## config.mk

```make
export PLATFORM = sky130hd
export DESIGN_NAME = tsf_status
export DESIGN_NICKNAME = d
export VERILOG_FILES = /design/src/pkg/tsf_pkg.sv /design/src/hdl/tsf_status.sv
export SDC_FILE = /design/constraint.sdc
export NUM_CORES = 1
export LEC_CHECK = 0
export BUFFER_PORTS_ARGS = -buffer_cell sky130_fd_sc_hd__buf_2
export CORE_ASPECT_RATIO = 1.4
export CORE_UTILIZATION = 50
export DETAILED_ROUTE_END_ITERATION = 12
export PLACE_DENSITY = 0.82
export RECOVER_POWER = 50
export SLEW_MARGIN = 10
export SYNTH_ARGS = -nofsm -noshare
export SYNTH_HDL_FRONTEND = slang
export SYNTH_SLANG_ARGS = --single-unit
```

## constraint.sdc

```tcl
create_clock -name REF_CLK -period 2.9 [get_ports REF_CLK]
set_input_delay 0.29 -clock REF_CLK [delete_from_list [all_inputs] [get_ports REF_CLK]]
set_output_delay 0.29 -clock REF_CLK [all_outputs]
set_load 0.02 [all_outputs]
```

## src/pkg/tsf_pkg.sv

```systemverilog
// Purpose: Constants and types for the two-channel timer status flags
// Assumes: 16-bit register port, 100 MHz REF_CLK
// Notes: Offsets of the status and mask words are local choices
// How it works
// - Writing one to a flag keeps it
// - Clear needs prior read of one, then zero
// - Channel 0 bits 15..8 read zero
// - Channel 1 bits 15..9 read zero
// - Bit 7 sets on interval event b2
// - Bit 6 sets on interval event a2
// - Bit 5 sets on interval event one
// - Bit 4 sets on 32-bit counter wrap
// - Bit 3 sets on capture D or ch10
// - Bits 2..0 set on captures C, B, A
// - Channel 1 bit 8 sets on counter wrap
// - Channel 1 bits 7..0 are flags H..A
// - Capture mode: flag sets on capture
// - Compare mode: flag sets on match
// - Every general register sets only own flag
package tsf_pkg;

  localparam int TSF_AW = 4;
  localparam int TSF_DW = 16;
  localparam int TSF_CH0_FLAGS = 8;
  localparam int TSF_CH1_FLAGS = 9;
  localparam int TSF_GR_NUM = 8;

  // ****************************************************************
  // Register offsets
  // ****************************************************************
  localparam logic [TSF_AW-1:0] TSF_CH0_STATUS_OFF = 4'h0;
  localparam logic [TSF_AW-1:0] TSF_CH1_STATUS_OFF = 4'h1;
  localparam logic [TSF_AW-1:0] TSF_CH0_MASK_OFF = 4'h2;
  localparam logic [TSF_AW-1:0] TSF_CH1_MASK_OFF = 4'h3;

  // ****************************************************************
  // Field positions and reset values
  // ****************************************************************
  localparam int TSF_CH0_IVB2_BIT = 7;
  localparam int TSF_CH0_IVA2_BIT = 6;
  localparam int TSF_CH0_IV1_BIT = 5;
  localparam int TSF_CH0_WRAP_BIT = 4;
  localparam int TSF_CH0_CAPD_BIT = 3;
  localparam int TSF_CH0_CAPC_BIT = 2;
  localparam int TSF_CH0_CAPB_BIT = 1;
  localparam int TSF_CH0_CAPA_BIT = 0;
  localparam int TSF_CH1_WRAP_BIT = 8;
  localparam logic [TSF_CH0_FLAGS-1:0] TSF_CH0_RESET = 8'h00;
  localparam logic [TSF_CH1_FLAGS-1:0] TSF_CH1_RESET = 9'h000;
  localparam logic [TSF_DW-1:0] TSF_RDATA_RESET = 16'h0000;

  // ****************************************************************
  // Carriers
  // ****************************************************************
  typedef struct packed {
    logic [TSF_AW-1:0] addr;
    logic [TSF_DW-1:0] wdata;
    logic wr;
    logic rd;
  } tsf_bus_type;

  typedef struct packed {
    logic ivl_b2;
    logic ivl_a2;
    logic ivl_one;
    logic wrap;
    logic cap_d;
    logic cap_d_ch10;
    logic cap_c;
    logic cap_b;
    logic cap_a;
  } tsf_ch0_evt_type;

endpackage
```

## src/hdl/tsf_status.sv

```systemverilog
// Purpose: Status flags of timer channels 0 and 1 with interrupt
// Assumes: Events are one-cycle pulses synchronous to REF_CLK
// Notes: Counter and general-register values are supplied by the timer
//
// The address map and strobed register access are this design's own decisions.
`timescale 1ns/1ps
module tsf_status
  import tsf_pkg::*;
#(
  parameter int CH0_CNT_W = 32,
  parameter int CH1_CNT_W = 16
) (
  // Clock, reset, enable
  input wire logic REF_CLK,
  input wire logic RST,
  input wire logic CE,
  // Register port
  input wire tsf_bus_type BUS,
  output logic [TSF_DW-1:0] RDATA,
  // Channel 0 events
  input wire tsf_ch0_evt_type CH0_EVT,
  // Channel 1 counter and general registers
  input wire logic [CH1_CNT_W-1:0] CH1_COUNT,
  input wire logic CH1_COUNT_WRAP,
  input wire logic [TSF_GR_NUM-1:0] CH1_GR_CAPTURE_MODE,
  input wire logic [TSF_GR_NUM-1:0] CH1_GR_CAPTURE,
  input wire logic [TSF_GR_NUM*CH1_CNT_W-1:0] CH1_GR_VALUE,
  // Interrupt
  output logic IRQ
);

  logic [TSF_CH0_FLAGS-1:0] ch0_flags_r;
  logic [TSF_CH1_FLAGS-1:0] ch1_flags_r;
  logic [TSF_CH0_FLAGS-1:0] ch0_armed_r;
  logic [TSF_CH1_FLAGS-1:0] ch1_armed_r;
  logic [TSF_CH0_FLAGS-1:0] ch0_mask_r;
  logic [TSF_CH1_FLAGS-1:0] ch1_mask_r;
  logic [TSF_CH0_FLAGS-1:0] ch0_set;
  logic [TSF_CH1_FLAGS-1:0] ch1_set;
  logic [TSF_CH0_FLAGS-1:0] ch0_clr;
  logic [TSF_CH1_FLAGS-1:0] ch1_clr;
  logic [TSF_GR_NUM-1:0] gr_hit;
  logic [TSF_DW-1:0] rdata_nxt;
  logic [CH1_CNT_W-1:0] ch1_count_d_r;
  logic wr0;
  logic wr1;
  logic rd0;
  logic rd1;

  // ****************************************************************
  // Address decode
  // ****************************************************************
  assign wr0 = BUS.wr && (BUS.addr == TSF_CH0_STATUS_OFF);
  assign wr1 = BUS.wr && (BUS.addr == TSF_CH1_STATUS_OFF);
  assign rd0 = BUS.rd && (BUS.addr == TSF_CH0_STATUS_OFF);
  assign rd1 = BUS.rd && (BUS.addr == TSF_CH1_STATUS_OFF);

  // ****************************************************************
  // Set events
  // ****************************************************************
  always_comb begin
    ch0_set = '0;
    ch0_set[TSF_CH0_IVB2_BIT] = CH0_EVT.ivl_b2;
    ch0_set[TSF_CH0_IVA2_BIT] = CH0_EVT.ivl_a2;
    ch0_set[TSF_CH0_IV1_BIT] = CH0_EVT.ivl_one;
    ch0_set[TSF_CH0_WRAP_BIT] = CH0_EVT.wrap;
    ch0_set[TSF_CH0_CAPD_BIT] = CH0_EVT.cap_d | CH0_EVT.cap_d_ch10;
    ch0_set[TSF_CH0_CAPC_BIT] = CH0_EVT.cap_c;
    ch0_set[TSF_CH0_CAPB_BIT] = CH0_EVT.cap_b;
    ch0_set[TSF_CH0_CAPA_BIT] = CH0_EVT.cap_a;
  end

  // Compare fires once when the count first equals the register
  always_ff @(posedge REF_CLK or posedge RST) begin
    if (RST) begin
      ch1_count_d_r <= '0;
    end else if (CE) begin
      ch1_count_d_r <= CH1_COUNT;
    end
  end

  generate
    for (genvar g = 0; g < TSF_GR_NUM; g++) begin : g_gr
      logic eq;
      assign eq = CH1_COUNT == CH1_GR_VALUE[g*CH1_CNT_W +: CH1_CNT_W];
      assign gr_hit[g] = CH1_GR_CAPTURE_MODE[g] ? CH1_GR_CAPTURE[g]
                       : (eq && (ch1_count_d_r != CH1_COUNT));
    end
  endgenerate

  assign ch1_set = {CH1_COUNT_WRAP, gr_hit};

  // ****************************************************************
  // Read-then-write-zero clearing
  // ****************************************************************
  // Arm records flags seen as one by a read; a later zero write clears
  assign ch0_clr = {TSF_CH0_FLAGS{wr0}} & ~BUS.wdata[TSF_CH0_FLAGS-1:0] & ch0_armed_r;
  assign ch1_clr = {TSF_CH1_FLAGS{wr1}} & ~BUS.wdata[TSF_CH1_FLAGS-1:0] & ch1_armed_r;

  always_ff @(posedge REF_CLK or posedge RST) begin
    if (RST) begin
      ch0_armed_r <= TSF_CH0_RESET;
      ch1_armed_r <= TSF_CH1_RESET;
    end else if (CE) begin
      if (rd0) begin
        ch0_armed_r <= ch0_flags_r;
      end else if (wr0) begin
        ch0_armed_r <= ch0_armed_r & ~ch0_clr;
      end
      if (rd1) begin
        ch1_armed_r <= ch1_flags_r;
      end else if (wr1) begin
        ch1_armed_r <= ch1_armed_r & ~ch1_clr;
      end
    end
  end

  // ****************************************************************
  // Flags
  // ****************************************************************
  always_ff @(posedge REF_CLK or posedge RST) begin
    if (RST) begin
      ch0_flags_r <= TSF_CH0_RESET;
      ch1_flags_r <= TSF_CH1_RESET;
    end else if (CE) begin
      ch0_flags_r <= (ch0_flags_r & ~ch0_clr) | ch0_set;
      ch1_flags_r <= (ch1_flags_r & ~ch1_clr) | ch1_set;
    end
  end

  // ****************************************************************
  // Interrupt masks
  // ****************************************************************
  always_ff @(posedge REF_CLK or posedge RST) begin
    if (RST) begin
      ch0_mask_r <= TSF_CH0_RESET;
      ch1_mask_r <= TSF_CH1_RESET;
    end else if (CE && BUS.wr) begin
      if (BUS.addr == TSF_CH0_MASK_OFF) begin
        ch0_mask_r <= BUS.wdata[TSF_CH0_FLAGS-1:0];
      end else if (BUS.addr == TSF_CH1_MASK_OFF) begin
        ch1_mask_r <= BUS.wdata[TSF_CH1_FLAGS-1:0];
      end
    end
  end

  always_ff @(posedge REF_CLK or posedge RST) begin
    if (RST) begin
      IRQ <= 1'b0;
    end else if (CE) begin
      IRQ <= |(((ch0_flags_r & ~ch0_clr) | ch0_set) & ch0_mask_r)
           | |(((ch1_flags_r & ~ch1_clr) | ch1_set) & ch1_mask_r);
    end
  end

  // ****************************************************************
  // Read data
  // ****************************************************************
  always_comb begin
    rdata_nxt = '0;
    if (BUS.addr == TSF_CH0_STATUS_OFF) begin
      rdata_nxt = {8'h00, ch0_flags_r};
    end else if (BUS.addr == TSF_CH1_STATUS_OFF) begin
      rdata_nxt = {7'h00, ch1_flags_r};
    end else if (BUS.addr == TSF_CH0_MASK_OFF) begin
      rdata_nxt = {8'h00, ch0_mask_r};
    end else if (BUS.addr == TSF_CH1_MASK_OFF) begin
      rdata_nxt = {7'h00, ch1_mask_r};
    end
  end

  always_ff @(posedge REF_CLK or posedge RST) begin
    if (RST) begin
      RDATA <= TSF_RDATA_RESET;
    end else if (CE) begin
      RDATA <= BUS.rd ? rdata_nxt : TSF_RDATA_RESET;
    end
  end

endmodule

```

; ---- After elaboration in Yosys (flattened, before gate mapping)
; Index checks and enable logic that the tools add are counted.
[op_classes]
muxes = 17
n_reduce_logical = 22
n_eq_ne = 12
bitwise = 19
[op_table]
columns = cell, n
row1 = 16-bit equality test, 8
row2 = 9-bit 2-to-1 mux, 6
row3 = 9-bit bitwise AND, 5
row4 = 8-bit bitwise AND, 5
row5 = 9-bit NOT, 2
row6 = 16-bit 2-to-1 mux, 1
row7 = 8-bit 2-to-1 mux, 2
row8 = 16-bit inequality test, 1
row9 = 8-bit NOT, 2
row10 = 1-bit logical AND, 13
row11 = 9-bit bitwise OR, 1
row12 = 9-bit OR reduction, 1
row13 = "4-bit by 2-bit equality test with 1-bit output, second input constant", 2
row14 = 1-bit 2-to-1 mux, 8
row15 = 8-bit bitwise OR, 1
row16 = 8-bit OR reduction, 1
row17 = 2-bit AND reduction, 3
row18 = "4-bit by 1-bit equality test with 1-bit output, second input constant", 1
row19 = 4-bit logical NOT, 1
row20 = 2-bit nonzero test, 2
row21 = 3-bit AND reduction, 1
row22 = 1-bit bitwise OR, 2
row23 = 1-bit NOT, 1
[word_totals]
out_inout_bits = 17
word_cells = 79
inputBits = 195
ff_bits = 84

; ---- Longest topological paths before layout
[logic_depth]
ltp_word = 10
depth_mapped = 8
mapped_depth_nobuf = 6

; ---- Worst setup path after synthesis
; No wires, ideal clock.
[synth_path]
kind = input port to flip-flop
start = input port CH1_COUNT[14]
end = register IRQ
path_slack_ns = 1.073
setup_time_ns = 0.144
t_arrival_ns = 1.683
required_ns = 2.756
path_buffers = 2
stages = 8
path_cell_list = buf_2 -> xor2_1 -> nor4_1 -> nand4_1 -> buf_2 -> and4_1 -> a41oi_1 -> a41oi_1
[synth_via]
elab_chain_cells = 7
word_cells_on_any_way = 29
cone_classes = eq/ne (9) / mux (8) / bitwise (3) / reduce/logical (9)
[synth_lines]
columns = item, line_no
row1 = from (decl), tsf_status.sv:23  ; input wire logic [CH1_CNT_W-1:0] CH1_COUNT,
row2 = 16-bit equality test / 16-bit inequality test (equally long branches), "tsf_status.sv:85, tsf_status.sv:87"
row3 = 1-bit logical AND, tsf_status.sv:87  ; : (eq && (ch1_count_d_r != CH1_COUNT));
row4 = 1-bit 2-to-1 mux, tsf_status.sv:86  ; assign gr_hit[g] = CH1_GR_CAPTURE_MODE[g] ? CH1_GR_CAPTURE[g]
row5 = 9-bit bitwise OR (*), tsf_status.sv:152  ; | |(((ch1_flags_r & ~ch1_clr) | ch1_set) & ch1_mask_r);
row6 = 9-bit bitwise AND (*), tsf_status.sv:152
row7 = 9-bit OR reduction (*), tsf_status.sv:152
row8 = 1-bit bitwise OR (*), tsf_status.sv:152
row9 = to (signal assigned), tsf_status.sv:151  ; IRQ <= |(((ch0_flags_r & ~ch0_clr) | ch0_set) & ch0_mask_r)
row10 = to (decl), tsf_status.sv:29  ; output logic IRQ
; Mark *: on every way between the ends. The rest lies on a longest branch, timed or not.
; A chain may end at the register's enable or synchronous reset.

; ---- Worst setup path in the final report
[layout_path]
start = register ch1_count_d_r[11]
end = register IRQ
[layout_via]
elab_chain_cells = 7
word_cells_on_any_way = 21
cone_classes = eq/ne (1) / mux (8) / bitwise (3) / reduce/logical (9)
[layout_lines]
columns = item, line_no
row1 = from (decl), tsf_status.sv:44  ; logic [CH1_CNT_W-1:0] ch1_count_d_r;
row2 = from (signal assigned), tsf_status.sv:76  ; ch1_count_d_r <= '0;
row3 = from (signal assigned), tsf_status.sv:78  ; ch1_count_d_r <= CH1_COUNT;
row4 = 16-bit inequality test (*), tsf_status.sv:87
row5 = 1-bit logical AND, tsf_status.sv:87
row6 = 1-bit 2-to-1 mux, tsf_status.sv:86
row7 = 9-bit bitwise OR (*), tsf_status.sv:152
row8 = 9-bit bitwise AND (*), tsf_status.sv:152
row9 = 9-bit OR reduction (*), tsf_status.sv:152
row10 = 1-bit bitwise OR (*), tsf_status.sv:152
; Marked as above.

==> out/results.ini <==
[sta]
fmax_mhz=507.3
period_minus_slack_ns=1.971
rsz0062_at_grt=false
finalSetupViolations=0
drv_slew=0
timing.slew.headroom=0.2656
whs_ns=0.1923
tightest_slew_ns=1.102
final-hold-violation-count=0
fin_skew_ns=0.007639
worst_slack_ns=0.9286
period_share=0.6798
tns_ns=0

[floorplan]
initial_utilization=0.5213
io_pins=212
core.rowCount=44
die-area_mm2=0.01139
die_w_um=90.49
core_mm2=0.01052
fp.dieH_um=125.9

[critical_path]
reg2reg_to=IRQ
timing.critical_path.from_type=register
crit_end=IRQ
cp-end-kind=register
critPathKind=reg2reg
cp_slowest_cell=dfrtp_1
cpLargestDelayFamily=simple AND/OR/NAND/NOR gates
cp.buffers_inverters=1
worst-path-max-fanout=14
arrival_ns=2.17
reg2reg_slack_ns=0.93
crit_cells=7
max_stage_delay_ns=0.39
startpoint=ch1_count_d_r[11]
worstRegToRegCells=7
worstPathRequired_ns=3.10
r2r_start=ch1_count_d_r[11]
cp_cell_sequence=xor2_1 > nor4_1 > nand4_1 > buf_4 > and3_1 > a221oi_1 > a41oi_1

[cells_and_area]
nFillCells=869
multi_input_area_mm2=0.003318
nets=940
antenna_cells=0
drive_gt1_frac=0.3267
final_core_util=0.6539
area_delta_synth_final_pct=25.43
regArea_mm2=0.001927

[logic_synthesis]
synth_seq_cells=77
syn_area_per_cell_um2=9.788
ys.flop_type=dfrtp_1
ys_seq_area_frac=0.3515
synth_edf_count=0
syn_area_mm2=0.005482
ys_warn_count=0
netlist_instances=560
yosysUniqueCellTypes=51
async_flop_share=1.000

[placed_design]
dpl.hpwl_um=13900
place_congestion=0.9486
place_ws_ns=0.6624
port_buffers=197

[power]
combinationalPowerShare=0.228
p_per_area_mw_per_mm2=494.2
p_sw_mw=0.9573
internal_power_mw=2.441
ir_worst_vdd_uv=232.0
power_mw=3.398
clkPwrFrac=0.381
power.leakage_nw=3.003
sw_frac_of_total=0.2817
seqPwrFrac=0.391

[routing]
vias=5297
viasPerCell=5.965
antenna_left=0
post-route-drc-count=0
wirelength_um=17930
firstDrtPassIters=5
drt_iter0_markers=450
wl_per_cell_um=20.19

[grt]
grt_use_total=0.3134
antenna_found_initial=0
gr-total-overflow=0
grt_pass1_wl_um=27690
grt_max_degree=34
grt_pass1_vias=5316

[clocking]
post_cts_resized=0
cts_tree=yes
cts_root_buf=clkbuf_16
clock_latency_ns=0.34
h-tree-depth=3
cts_hold_buf=0
clock-sinks=77
numCtsBuffers=9
postCtsSetupBuffers=0
path_clk_slew_ns=0.06
cts_max_path_buffers=2

[worst_hold_path]
hp-class=in2reg
hold_path_depth=3
worstHoldStart=CH1_COUNT_WRAP

[status]
status=finished, final reports clean

[flow_run]
max-cap-violations=0

logic make-up after synthesis:
| logic type | share of synthesized area |
|---|---|
| AO/OA/AOI/OAI | 0.1591 |
| XOR/XNOR | 0.2301 |
| multiplexers | 0.06779 |
| AND/OR/NAND/NOR | 0.1436 |
| buffers and inverters | 0.04725 |
| flip-flops | 0.3515 |
| other | 0.0006841 |
registers in the layout, summed over array words and instances, names as in the netlist:
register and cells:
RDATA 9, ch1_armed_r 9, ch1_flags_r 9, ch1_mask_r 9
ch0_armed_r 8, IRQ 1, ch0_flags_r 8, ch1_count_d_r 16
ch0_mask_r 8
synth_stat cells, drive strengths merged, types with 2 or more instances:
master / count / area share
a21oi: 6 / 0.0055
a221oi: 10 / 0.016
a22o: 29 / 0.046
a22oi: 6 / 0.0082
a31oi: 5 / 0.0057
a32oi: 3 / 0.0048
a41oi: 7 / 0.011
and2: 3 / 0.0034
and3: 9 / 0.010
and4: 3 / 0.0048
buf: 32 / 0.035
clkbuf: 11 / 0.0075
dfrtp: 77 / 0.35
inv: 7 / 0.0048
mux2: 33 / 0.068
nand2: 26 / 0.018
nand2b: 3 / 0.0034
nand3: 13 / 0.012
nand4: 26 / 0.030
nand4b: 4 / 0.0064
nor2: 18 / 0.012
nor2b: 4 / 0.0046
nor3: 6 / 0.0055
nor4: 14 / 0.019
nor4b: 2 / 0.0071
o21ai: 34 / 0.031
o2bb2ai: 9 / 0.014
or3: 2 / 0.0023
xnor2: 105 / 0.17
xor2: 39 / 0.062
tightest hold or removal path, delay by kind of cell:
| kind | cells | cell delay, ns |
|---|---|---|
| simple gates | 2 | 0.10 |
| buf+inv | 1 | 0.10 |
placed cells by master, fill, tap and decap left out, types with 16 or more instances in the layout:
cell type  synthesis  routed
dfrtp_1           77      77
nand4_1           26      26
nand2_1           25      25
a22o_1            29      29
nor2_1            18      18
mux2_2            16      16
buf_2             18     196
xnor2_1          105     105
o21ai_0           34      34
mux2_1            17      17
xor2_1            39      39
routing by layer:
layer	routed length, µm	track usage	part of all wire
met1	7072	0.3797	0.39
met2	9037	0.5468	0.50
met3	1171	0.04529	0.065
met4	644	0.1433	0.036
met5	0	0	0
per-stage QoR:
stage	instance area [µm²]	instances
global route	6875	888
finish	6875	888
global placement	6535	872
floorplan	5504	566
CTS	6880	888
detailed placement	6535	872
worst min-delay path by stage:
stage	slack (ns)	to
floorplan	0.41	ch1_flags_r[8]
global placement	0.38	ch1_armed_r[0]
detailed placement	0.39	ch1_armed_r[0]
CTS	0.04	ch1_armed_r[0]
global route	0.20	ch1_flags_r[8]
finish	0.19	ch1_flags_r[8]
power groups by stage:
stage,clock [mW],combinational (mW),sequential [mW]
after detailed placement,0,0.771,1.34
after floorplan,0,0.489,1.31
final,1.29,0.776,1.33
after global placement,0,0.745,1.33
after CTS,1.29,0.776,1.32
after global routing,1.33,0.839,1.34
final cells by class:
type / count / share of cell area
repair buffers: 211 / 0.1580
inverters: 7 / 0.003822
clock inverters: 3 / 0.009463
well taps: 138 / 0.02511
clock buffers: 13 / 0.04076
multi-input cells: 439 / 0.4826
flip-flops and latches: 77 / 0.2803
No activity file was read; power rests on OpenSTA's default activity.
